File: src/pirms_pkg.sv
package pirms_pkg;

  // bus geometry
  localparam int ADDR_W = 12;
  localparam int DATA_W = 32;

  // register indices; byte address is four times the index
  localparam int IDX_ENABLE = 'h100;
  localparam int IDX_SC0 = 'h102;
  localparam int IDX_SC1 = 'h103;
  localparam int IDX_CONV = 'h10E;
  localparam logic [ADDR_W-1:0] ADDR_ENABLE = ADDR_W'(IDX_ENABLE * 4);
  localparam logic [ADDR_W-1:0] ADDR_SC0 = ADDR_W'(IDX_SC0 * 4);
  localparam logic [ADDR_W-1:0] ADDR_SC1 = ADDR_W'(IDX_SC1 * 4);
  localparam logic [ADDR_W-1:0] ADDR_CONV = ADDR_W'(IDX_CONV * 4);

  // motion_status_and_mode fields
  localparam int SC0_EXT_HI = 7;
  localparam int SC0_EXT_LO = 6;
  localparam int SC0_DIS = 5;
  localparam int SC0_HOLD = 4;
  localparam int SC0_DMODE = 3;
  localparam int SC0_DIR = 2;
  localparam int SC0_MOT = 1;
  localparam int SC0_STAB = 0;

  // engine_config_and_tick fields
  localparam int SC1_TICK = 7;
  localparam int SC1_FRQ_HI = 6;
  localparam int SC1_FRQ_LO = 3;
  localparam int SC1_RATE = 2;
  localparam int SC1_RSVD = 1;
  localparam int SC1_DUAL = 0;
  localparam int CONV_GO = 0;

  // codes and reset values
  localparam logic [7:0] ENGINE_ON_CODE = 8'h11;
  localparam logic [7:0] ENGINE_OFF_CODE = 8'h00;
  localparam logic [7:0] ENABLE_RST = 8'h00;
  localparam logic [3:0] FREQ_MAX = 4'hC;
  localparam logic [3:0] FREQ_RST = 4'h0;
  localparam logic [1:0] EXT_RST = 2'h0;

  // timing
  localparam int CLK_KHZ = 250000;
  localparam int NORM_CLKS = 256;
  localparam int LOW_CLKS = 5129;
  localparam int BLANK_MS = 200;
  localparam int BLANK_CLKS = BLANK_MS * CLK_KHZ;
  localparam int CNT_W = 13;
  localparam int BLANK_W = 26;

  // converter pacing states, gray along run/idle/convert
  typedef enum logic [1:0] {
    PACE_RUN = 2'h0,
    PACE_IDLE = 2'h1,
    PACE_CONV = 2'h3
  } pirms_pace_e;

  // engine states, gray along off/run/hold
  typedef enum logic [1:0] {
    ENG_OFF = 2'h0,
    ENG_RUN = 2'h1,
    ENG_HOLD = 2'h3
  } pirms_eng_e;

endpackage

File: src/pirms_pace_if.sv
`timescale 1ns/1ps
interface pirms_pace_if;
  logic low_rate;
  logic start_req;
  logic sample_done;
  logic busy;
  logic adc_power;

  modport engine (
    output low_rate,
    output start_req,
    input sample_done,
    input busy,
    input adc_power
  );

  modport pacer (
    input low_rate,
    input start_req,
    output sample_done,
    output busy,
    output adc_power
  );
endinterface

File: src/pirms_pacer.sv
`timescale 1ns/1ps
module pirms_pacer
  import pirms_pkg::*;
#(
  parameter int CONV_CLKS = LOW_CLKS
)
(
  // clock and reset
  input wire logic clk_in,
  input wire logic rst_n_in,
  // engine side
  pirms_pace_if.pacer pif
);

  typedef struct packed {
    pirms_pace_e st;
    logic [CNT_W-1:0] cnt;
    logic done;
    logic power;
  } pirms_pacer_s;

  pirms_pacer_s r_reg;
  pirms_pacer_s r_next;

  // continuous or single-shot conversion pacing
  always_comb
  begin
    r_next = r_reg;
    r_next.done = 1'b0;
    unique case (r_reg.st)
      PACE_RUN:
      begin
        if (pif.low_rate)
        begin
          r_next.st = PACE_IDLE;
          r_next.cnt = '0;
        end
        else if (r_reg.cnt == CNT_W'(NORM_CLKS - 1))
        begin
          r_next.cnt = '0;
          r_next.done = 1'b1;
        end
        else
          r_next.cnt = r_reg.cnt + 1'b1;
      end
      PACE_IDLE:
      begin
        if (!pif.low_rate)
          r_next.st = PACE_RUN;
        else if (pif.start_req)
        begin
          r_next.st = PACE_CONV;
          r_next.cnt = '0;
        end
      end
      PACE_CONV:
      begin
        if (r_reg.cnt == CNT_W'(CONV_CLKS - 1))
        begin
          r_next.st = PACE_IDLE;
          r_next.done = 1'b1;
        end
        else
          r_next.cnt = r_reg.cnt + 1'b1;
      end
      default:
        r_next.st = PACE_RUN;
    endcase
    // converter off between single shots
    r_next.power = (r_next.st != PACE_IDLE);
  end

  // state register
  always_ff @(posedge clk_in or negedge rst_n_in)
  begin
    if (!rst_n_in)
      r_reg <= '{st: PACE_RUN, cnt: '0, done: 1'b0, power: 1'b1};
    else
      r_reg <= r_next;
  end

  assign pif.sample_done = r_reg.done;
  assign pif.busy = (r_reg.st == PACE_CONV);
  assign pif.adc_power = r_reg.power;

endmodule

File: src/pirms_blank_timer.sv
`timescale 1ns/1ps
module pirms_blank_timer
  import pirms_pkg::*;
#(
  parameter int HOLD_CLKS = BLANK_CLKS
)
(
  // clock and reset
  input wire logic clk_in,
  input wire logic rst_n_in,
  // control
  input wire logic start_in,
  output logic active_out
);

  typedef struct packed {
    logic [BLANK_W-1:0] cnt;
    logic active;
  } pirms_blank_s;

  pirms_blank_s r_reg;
  pirms_blank_s r_next;

  // one-shot window of HOLD_CLKS cycles, restartable
  always_comb
  begin
    r_next = r_reg;
    if (start_in)
    begin
      r_next.cnt = BLANK_W'(HOLD_CLKS - 1);
      r_next.active = 1'b1;
    end
    else if (r_reg.active)
    begin
      if (r_reg.cnt == '0)
        r_next.active = 1'b0;
      else
        r_next.cnt = r_reg.cnt - 1'b1;
    end
  end

  // state register
  always_ff @(posedge clk_in or negedge rst_n_in)
  begin
    if (!rst_n_in)
      r_reg <= '{cnt: '0, active: 1'b0};
    else
      r_reg <= r_next;
  end

  assign active_out = r_reg.active;

endmodule

File: src/pirms_top.sv
`timescale 1ns/1ps
module pirms_top
  import pirms_pkg::*;
#(
  parameter int CONV_CLKS = LOW_CLKS,
  parameter int HOLD_CLKS = BLANK_CLKS
)
(
  // clock and reset
  input wire logic clk_in,
  input wire logic resetn_in,
  // avalon-mm slave
  input wire logic [ADDR_W-1:0] avs_address_in,
  input wire logic avs_read_in,
  input wire logic avs_write_in,
  input wire logic [DATA_W-1:0] avs_writedata_in,
  input wire logic [3:0] avs_byteenable_in,
  output logic [DATA_W-1:0] avs_readdata_out,
  output logic avs_waitrequest_out,
  // detector front end
  input wire logic motion_a_in,
  input wire logic motion_b_in,
  input wire logic motion_dir_in,
  input wire logic offset_settled_in,
  // engine controls
  output logic sample_strobe_out,
  output logic housekeep_out,
  output logic detect_active_out,
  output logic [1:0] ext_level_out,
  output logic [1:0] range_weight_out,
  output logic [3:0] freq_resp_out,
  output logic dual_pyro_out,
  output logic dir_mode_out,
  output logic low_rate_out,
  output logic emc_immune_out,
  output logic adc_power_out
);

  typedef struct packed {
    logic waitreq;
    logic [7:0] rdata;
    logic [7:0] en_code;
    pirms_eng_e st;
    logic [1:0] ext;
    logic hold;
    logic dir_mode;
    logic dir;
    logic motion;
    logic stable;
    logic tick;
    logic [3:0] freq;
    logic low_rate;
    logic dual;
    logic hk;
    logic strobe;
    logic conv_go;
    logic blank_go;
    logic armed;
    logic power;
    logic [1:0] rw;
    logic emc;
  } pirms_top_s;

  localparam pirms_top_s TOP_RST = '{
    waitreq: 1'b1, rdata: 8'h00, en_code: ENABLE_RST, st: ENG_OFF,
    ext: EXT_RST, hold: 1'b0, dir_mode: 1'b0, dir: 1'b0, motion: 1'b0,
    stable: 1'b0, tick: 1'b0, freq: FREQ_RST, low_rate: 1'b0,
    dual: 1'b0, hk: 1'b0, strobe: 1'b0, conv_go: 1'b0,
    blank_go: 1'b0, armed: 1'b0, power: 1'b1, rw: ~EXT_RST, emc: 1'b1};

  ////////////////////////////////////////////////////////////////////////
  // reset release

  logic [1:0] rst_sync_reg;
  logic rst_n;

  // two-stage release of the external reset
  always_ff @(posedge clk_in or negedge resetn_in)
  begin
    if (!resetn_in)
      rst_sync_reg <= 2'h0;
    else
      rst_sync_reg <= {rst_sync_reg[0], 1'b1};
  end

  assign rst_n = rst_sync_reg[1];

  ////////////////////////////////////////////////////////////////////////
  // submodules

  pirms_pace_if pace ();
  logic blank_active;
  pirms_top_s r_reg;
  pirms_top_s r_next;

  pirms_pacer #(.CONV_CLKS(CONV_CLKS)) u_pacer (
    .clk_in(clk_in),
    .rst_n_in(rst_n),
    .pif(pace.pacer)
  );

  pirms_blank_timer #(.HOLD_CLKS(HOLD_CLKS)) u_blank (
    .clk_in(clk_in),
    .rst_n_in(rst_n),
    .start_in(r_reg.blank_go),
    .active_out(blank_active)
  );

  // pacing requests from registered state
  assign pace.low_rate = r_reg.low_rate;
  assign pace.start_req = r_reg.conv_go;

  ////////////////////////////////////////////////////////////////////////
  // bus decode

  logic bus_req;
  logic bus_done;
  logic wr_en;
  logic [7:0] wd;
  logic wr_sc0;
  logic wr_sc1;
  logic [7:0] sc0_view;
  logic [7:0] sc1_view;
  logic svc;
  logic evt;

  // transfer completes on the cycle waitrequest is low
  assign bus_req = avs_read_in | avs_write_in;
  assign bus_done = bus_req & ~r_reg.waitreq;
  assign wr_en = avs_write_in & ~r_reg.waitreq & avs_byteenable_in[0];
  assign wd = avs_writedata_in[7:0];
  assign wr_sc0 = wr_en & (avs_address_in == ADDR_SC0);
  assign wr_sc1 = wr_en & (avs_address_in == ADDR_SC1);
  assign svc = pace.sample_done;
  // either sensor raises an event in dual mode
  assign evt = motion_a_in | (r_reg.dual & motion_b_in);

  // readable images of the two status/control registers
  always_comb
  begin
    sc0_view = 8'h00;
    sc0_view[SC0_EXT_HI:SC0_EXT_LO] = r_reg.ext;
    sc0_view[SC0_DIS] = (r_reg.st == ENG_OFF);
    sc0_view[SC0_HOLD] = r_reg.hold;
    sc0_view[SC0_DMODE] = r_reg.dir_mode;
    sc0_view[SC0_DIR] = r_reg.dir;
    sc0_view[SC0_MOT] = r_reg.motion;
    sc0_view[SC0_STAB] = r_reg.stable;
    sc1_view = 8'h00;
    sc1_view[SC1_TICK] = r_reg.tick;
    sc1_view[SC1_FRQ_HI:SC1_FRQ_LO] = r_reg.freq;
    sc1_view[SC1_RATE] = r_reg.low_rate;
    sc1_view[SC1_DUAL] = r_reg.dual;
  end

  ////////////////////////////////////////////////////////////////////////
  // next state

  always_comb
  begin
    r_next = r_reg;
    r_next.hk = 1'b0;
    r_next.strobe = svc;
    r_next.conv_go = 1'b0;
    r_next.blank_go = 1'b0;
    // one wait cycle, then the answer
    r_next.waitreq = ~(bus_req & r_reg.waitreq);
    if (avs_read_in & r_reg.waitreq)
    begin
      unique case (avs_address_in)
        ADDR_ENABLE: r_next.rdata = r_reg.en_code;
        ADDR_SC0: r_next.rdata = sc0_view;
        ADDR_SC1: r_next.rdata = sc1_view;
        ADDR_CONV: r_next.rdata = {7'h00, pace.busy};
        default: r_next.rdata = 8'h00;
      endcase
    end

    // engine work happens on each sample service
    if (svc)
    begin
      unique case (r_reg.st)
        ENG_OFF:
        begin
          if (r_reg.en_code == ENGINE_ON_CODE)
          begin
            r_next.st = r_reg.hold ? ENG_HOLD : ENG_RUN;
            r_next.stable = 1'b0;
          end
        end
        ENG_RUN, ENG_HOLD:
        begin
          if (r_reg.en_code == ENGINE_OFF_CODE)
          begin
            r_next.st = ENG_OFF;
            r_next.stable = 1'b0;
          end
          else
          begin
            r_next.st = r_reg.hold ? ENG_HOLD : ENG_RUN;
            if (offset_settled_in)
              r_next.stable = 1'b1;
            if (r_reg.tick)
            begin
              r_next.tick = 1'b0;
              r_next.hk = 1'b1;
            end
          end
        end
      endcase
    end

    // software writes; a software set of the tick beats the engine clear
    if (wr_en & (avs_address_in == ADDR_ENABLE))
      r_next.en_code = wd;
    if (wr_sc0)
    begin
      r_next.ext = wd[SC0_EXT_HI:SC0_EXT_LO];
      r_next.hold = wd[SC0_HOLD];
      r_next.dir_mode = wd[SC0_DMODE];
      if (!wd[SC0_MOT])
        r_next.motion = 1'b0;
    end
    if (wr_sc1)
    begin
      if (wd[SC1_TICK])
        r_next.tick = 1'b1;
      // out-of-range codes saturate at the top value
      if (wd[SC1_FRQ_HI:SC1_FRQ_LO] > FREQ_MAX)
        r_next.freq = FREQ_MAX;
      else
        r_next.freq = wd[SC1_FRQ_HI:SC1_FRQ_LO];
      r_next.low_rate = wd[SC1_RATE];
      r_next.dual = wd[SC1_DUAL];
      if ((r_reg.st != ENG_OFF) && (wd[SC1_RATE] != r_reg.low_rate))
        r_next.blank_go = 1'b1;
    end
    if (wr_en & (avs_address_in == ADDR_CONV) & wd[CONV_GO])
      r_next.conv_go = 1'b1;

    // motion set wins over a same-cycle software clear
    if (svc & r_reg.armed & evt & (~r_reg.motion | (wr_sc0 & ~wd[SC0_MOT])))
    begin
      r_next.motion = 1'b1;
      r_next.dir = r_reg.dir_mode ? motion_dir_in : 1'b0;
    end

    // detection only when running, settled and not blanked
    r_next.armed = (r_next.st == ENG_RUN) & r_next.stable
      & ~blank_active & ~r_reg.blank_go & ~r_next.blank_go;
    r_next.power = pace.adc_power;
    // range influence falls with level; immunity only at normal rate
    r_next.rw = ~r_next.ext;
    r_next.emc = ~r_next.low_rate;
  end

  // state register
  always_ff @(posedge clk_in or negedge rst_n)
  begin
    if (!rst_n)
      r_reg <= TOP_RST;
    else
      r_reg <= r_next;
  end

  ////////////////////////////////////////////////////////////////////////
  // outputs

  assign avs_readdata_out = {24'h00_0000, r_reg.rdata};
  assign avs_waitrequest_out = r_reg.waitreq;
  assign sample_strobe_out = r_reg.strobe;
  assign housekeep_out = r_reg.hk;
  assign detect_active_out = r_reg.armed;
  assign ext_level_out = r_reg.ext;
  assign range_weight_out = r_reg.rw;
  assign freq_resp_out = r_reg.freq;
  assign dual_pyro_out = r_reg.dual;
  assign dir_mode_out = r_reg.dir_mode;
  assign low_rate_out = r_reg.low_rate;
  assign emc_immune_out = r_reg.emc;
  assign adc_power_out = r_reg.power;
endmodule

File: config.mk
export PLATFORM = sky130hd
export DESIGN_NAME = pirms_top
export DESIGN_NICKNAME = d
export VERILOG_FILES = /design/src/pirms_pkg.sv /design/src/pirms_pace_if.sv /design/src/pirms_pacer.sv /design/src/pirms_blank_timer.sv /design/src/pirms_top.sv
export SDC_FILE = /design/constraint.sdc
export NUM_CORES = 1
export LEC_CHECK = 0
export ABC_AREA = 1
export BUFFER_PORTS_ARGS = -buffer_cell sky130_fd_sc_hd__buf_2
export CORE_UTILIZATION = 61
export DETAILED_ROUTE_END_ITERATION = 16
export HOLD_SLACK_MARGIN = 0.02
export MAX_ROUTING_LAYER = met4
export PLACE_DENSITY = 0.95
export SETUP_SLACK_MARGIN = 0.02
export SYNTH_ARGS = -nofsm -noshare
export SYNTH_HDL_FRONTEND = slang
export SYNTH_HIERARCHICAL = 1
export SYNTH_SLANG_ARGS = --single-unit
File: constraint.sdc
create_clock -name clk_in -period 4.9 [get_ports clk_in]
set_input_delay 0.49 -clock clk_in [delete_from_list [all_inputs] [get_ports clk_in]]
set_output_delay 0.49 -clock clk_in [all_outputs]
set_load 0.1 [all_outputs]
# Word-level counts from Yosys, hierarchy flattened
# Index checks and enable logic that the tools add are counted.
# classes
n_eq_ne,19
magnitude_cmp,1
bitwise,30
reduce_logical,13
add_sub_neg,2
n_mux,46
# ops
cell,n
27-bit two-way mux,2
13-bit two-way mux,4
12-bit by 11-bit == test with 1-bit output (second input constant),4
13-bit case mux with 3 select lines,1
8-bit case mux with 4 select lines,1
26-bit logical NOT,1
26-bit two-way mux,1
26-bit by 1-bit subtractor with 26-bit output (second input constant),1
1-bit two-way mux,21
1-bit AND,18
2-bit two-way mux,8
15-bit two-way mux,1
13-bit by 1-bit adder with 13-bit output (second input constant),1
13-bit == test (second input constant),1
13-bit by 8-bit == test with 1-bit output (second input constant),1
8-bit by 5-bit == test with 1-bit output (second input constant),1
8-bit logical NOT,1
4-bit two-way mux,2
2-bit != test (second input constant),4
1-bit inverter,8
7-bit two-way mux,1
2-bit by 1-bit == test with 1-bit output (second input constant),3
2-bit case mux with 3 select lines,1
2-bit nonzero test,3
other kinds (14),21
# totals
output_inout_bits,49
inputBits,56
regBits,88

# Logic depth before layout (Yosys ltp)
# depth
word_depth,9
ltp_mapped,12
mapped_depth_nobuf,11

# Modules after synthesis
# Netlist, hierarchy kept.
# modules_own_cells
mod,area_each_um2,cells_per_inst,n_inst
pirms_top,2482.4,295,1
pirms_blank_timer,1936.9,288,1
pirms_pacer,1221.2,174,1

# Least setup slack after synthesis
# No wires, ideal clock.
# synth_timing
path_type,reg-to-reg
startpoint,"reg r_reg, in the netlist low_rate_out"
endpoint,reg u_pacer/r_reg[14] in the netlist's numbering
arrival_time_ns,1.858
path_buffers,0
setup_ns,0.113
synth_period_minus_slack_ns,1.970
required_ns,4.787
path_slack_ns,2.930
stages_incl_launch_ff,8
path_cell_list,dfrtp_1 > nand2_1 > a21oi_4 > nand2_4 > inv_6 > nand2_1 > nand2_1 > inv_1
# synth_between
elab_chain_len,2
word_cells_on_any_way,4
# synth_lines
element,line,rtl
from (decl),pirms_top.sv:93,pirms_top_s r_reg;
from (signal assigned),pirms_top.sv:263,r_reg <= r_next;
13-bit two-way mux or 2-bit != test (tied branches),-,
13-bit case mux with 3 select lines or 4-bit AND reduction (tied branches),-,
to (signal assigned),pirms_pacer.sv:77,"r_reg <= '{st: PACE_RUN, cnt: '0, done: 1'b0, power: 1'b1};"
to (signal assigned),pirms_pacer.sv:79,r_reg <= r_next;
to (decl),pirms_pacer.sv:22,pirms_pacer_s r_reg;
# Several ways; a longest one is shown, not always the timed one.
# A chain may end at the register's enable or synchronous reset.

# Worst setup path in the final report
# layout_timing
startpoint,"reg u_blank.r_reg, in the netlist u_blank/active_out"
endpoint,reg u_blank/r_reg[3] in the netlist's numbering
# layout_between
elab_chain_len,2
# layout_lines
element,line,rtl
from (decl),pirms_blank_timer.sv:21,pirms_blank_s r_reg;
from (signal assigned),pirms_blank_timer.sv:46,"r_reg <= '{cnt: '0, active: 1'b0};"
from (signal assigned),pirms_blank_timer.sv:48,r_reg <= r_next;
2-bit nonzero test (no line),-,
2-bit AND reduction (no line),-,
# No other way between the ends.

==> summary.txt <==
================================================================================
I/O pin cnt                                                                  105
Initial antenna violation count                                                0
Async S/R FF share, synth                                                   1.00
Post-Layout Cell Count                                                       907
Worst slew pin tran                                                      1.08 ns
Reg clk slew, reported paths                                             0.09 ns
Ratio of final minimum period to clock period                              0.488
Most numerous cell in the Yosys netlist                             sky130_fd_sc_hd__nand2_1
Clk Latency, worst-skew pair                                             0.36 ns
Floorplan die width                                                      98.2 um
Type of the setup path with the least slack                           reg -> reg
Count of instances resized after the clock tree is built                       0
Total Nets Final                                                             857
Maximum number of pins on one net before global-route repair                  87
Die extent in y                                                          98.2 um
IR Drop Worst-Case VDD                                                  0.203 mV
Via count of the first global-routing pass                                  4557
Largest cells by area after synthesis                               sky130_fd_sc_hd__dfrtp_1 36%, sky130_fd_sc_hd__nand2_1 14%, sky130_fd_sc_hd__nand3_1 7.8%
Aggregate negative setup slack                                              0 ns
Count of flip-flops with a built-in enable after synthesis                     0
Routability-driven placement congestion ratio                              0.919
Most instantiated flip-flop cell in the synthesis netlist           sky130_fd_sc_hd__dfrtp_1
Port-buffer cells                                                             53
Headroom to the max-slew limit                                             0.277
Maximum level of the CTS H-tree                                                3
Number of vias per cell after detailed routing                              5.47
HPWL after DPL                                                           8.42 mm
Growth of design area from synthesis to finish                             6.65%
Power Density                                                        296 nW/um^2
Fmax                                                                     418 MHz
Detail Route Antenna Nets                                                      0
Total detailed-routing wirelength                                        12.0 mm
Number of flip-flops under the largest register name                          26
Global-route usage over all layers                                         0.269
Total met3 wirelength after detailed routing                              710 um
Detailed router's first-iteration violation count                            248
Antenna fix cells                                                              0
Count of fill cells added during filler insertion                            711
Static leakage power                                                     3.23 nW
Number of setup violations in the final report                                 0
Unrepaired setup endpoints after global routing                               no
WL/cell                                                                  13.3 um
Initial core utilization                                                   0.637
Data arrival time at the worst-slack endpoint                            2.64 ns
Worst Path Required                                                      5.15 ns
Number of vias in the routed layout                                         4961
Post-Route M1 WL                                                         5.19 mm
Capturing element type of the critical path                                 flop
Count of synthesis-stage warnings from yosys                                   6
Dominant cell type by area after synthesis                          sky130_fd_sc_hd__dfrtp_1
Placement row count                                                           34
Final worst path period need                                             2.39 ns
Startpoint kind of the worst setup timing path                              flop
First-pass detailed-route iteration total                                      7
Cell count after placement                                                   890
Count of unresolved DRC violations after routing                               0
Gate Count Post-Synth                                                        757
Top metal layer carrying routed signals                                     met4
Final global-route overflow total                                              0
Layout cell share with drive strength beyond 1                             0.185
Register area share after synthesis                                        0.392
CTS tree                                                                     yes
Met2 layer wire length in the routed design                              5.84 mm
Number of buffers created by CTS                                               9
Run status                                                          finished, final reports clean
Area of the die                                                        9640 um^2
Global-route wire length before repair                                   20.3 mm
Clk sink count                                                                88
Distinct cell type count after synthesis                                      39
Top cells by count, synth                                           212 x sky130_fd_sc_hd__nand2_1, 88 x sky130_fd_sc_hd__nand3_1, 86 x sky130_fd_sc_hd__inv_1, 82 x sky130_fd_sc_hd__dfrtp_1, 82 x sky130_fd_sc_hd__nor2_1
Final hold violations                                                          0
Max cap viols                                                                  0
Post-route clock skew                                                  0.0139 ns
Post-Synthesis Mean Instance Area                                      7.45 um^2
Root buf cell                                                       sky130_fd_sc_hd__clkbuf_8
Critical path peak fanout                                                     18
Core occupancy in the finished layout                                      0.680
Maximum buffer depth of the clock tree                                         2
Worst hold-check path type                                             in -> reg
Fraction of post-synthesis cell area in the top cell type by area          0.364
Number of slew-limit violations in the final report                            0
Count of state elements after synthesis                                       88
Placeable Area                                                         8850 um^2
Synthesized area                                                       5640 um^2
================================================================================
## worst paths after layout
path	startpoint	end	slack, ns	cells past startpoint
setup / recovery	u_blank/active_out	u_blank/r_reg[3]	2.51	5
setup reg to reg	u_blank/active_out	u_blank/r_reg[3]	2.51	5
hold reg to reg	u_pacer/pif.adc_power	adc_power_out	0.36	0
min in group asynchronous	resetn_in	rst_sync_reg[0]	0.42	2
max in group asynchronous	rst_sync_reg[1]	u_blank/r_reg[23]	3.68	0
hold / removal	avs_read_in	avs_waitrequest_out	0.29	2
## area by class of cell
type	count	area (um^2)	area share
Clock buffer	10	138	0.0229
Clock inverter	6	115	0.0191
Inverter	90	344	0.0572
Multi-Input combinational cell	551	2800	0.465
Sequential cell	88	2210	0.368
Tap cell	108	135	0.0225
Timing Repair Buffer	54	275	0.0458
## metrics by stage
stage / power [mW] / cell area (um^2) / hold WS, ns / setup slack (ns)
floorplan: 1.11 / 5730 / 0.194 / 2.28
global placement: 1.15 / 5750 / 0.277 / 2.62
detailed placement: 1.17 / 5750 / 0.279 / 2.58
CTS: 1.79 / 6020 / 0.287 / 2.57
global route: 1.86 / 6020 / 0.283 / 2.42
finish: 1.78 / 6020 / 0.294 / 2.51
## cells in the final DEF, fill, tap and decap left out, drive strengths merged
cell type	count
conb	25
dfstp	6
dlygate4sd3	1
bufinv	3
nor3b	1
dfrtp	82
xor2	5
nor2	101
clkinv	3
nor3	6
o21bai	4
inv	89
a21oi	14
nor4	1
buf	53
nand2	228
o21ai	38
nand3	94
nand4	24
clkbuf	10
ha	7
or2	2
clkinvlp	1
o211ai	1
## report_power, final
| part | switching (mW) | internal, mW | leakage, nW |
|---|---|---|---|
| Clock | 0.271 | 0.355 | 0.123 |
| Sequential | 0.0692 | 0.772 | 1.06 |
| Combinational | 0.233 | 0.0815 | 2.05 |
## layer usage
layer / vias up / track usage
met5: - / -
met2: 198 / 0.434
li1: 2417 / -
met1: 2320 / 0.343
met3: 26 / 0.0408
met4: 0 / 0.106
## cell families after synthesis
logic type,share of synthesized area
compound gates,0.0694
xor+xnor,0.00776
fa+ha+maj,0.0155
buf+inv,0.128
flops,0.392
other cells,0.00133
simple gates,0.386
## worst max-delay path, stage by stage (launching register included)
cell and delay [ns]:
sky130_fd_sc_hd__dfrtp_1 0.88, sky130_fd_sc_hd__inv_1 0.42, sky130_fd_sc_hd__nor2_2 0.69, sky130_fd_sc_hd__nor2_4 0.13, sky130_fd_sc_hd__nand2_1 0.11, sky130_fd_sc_hd__nand2_1 0.05
## timing repair
item | CTS | global route
hold buffers | 1 | 0
buffers inserted | 0 | 0
hold endpoints to repair | 2 | 0
Note: power is estimated with default switching activity, not from simulation.
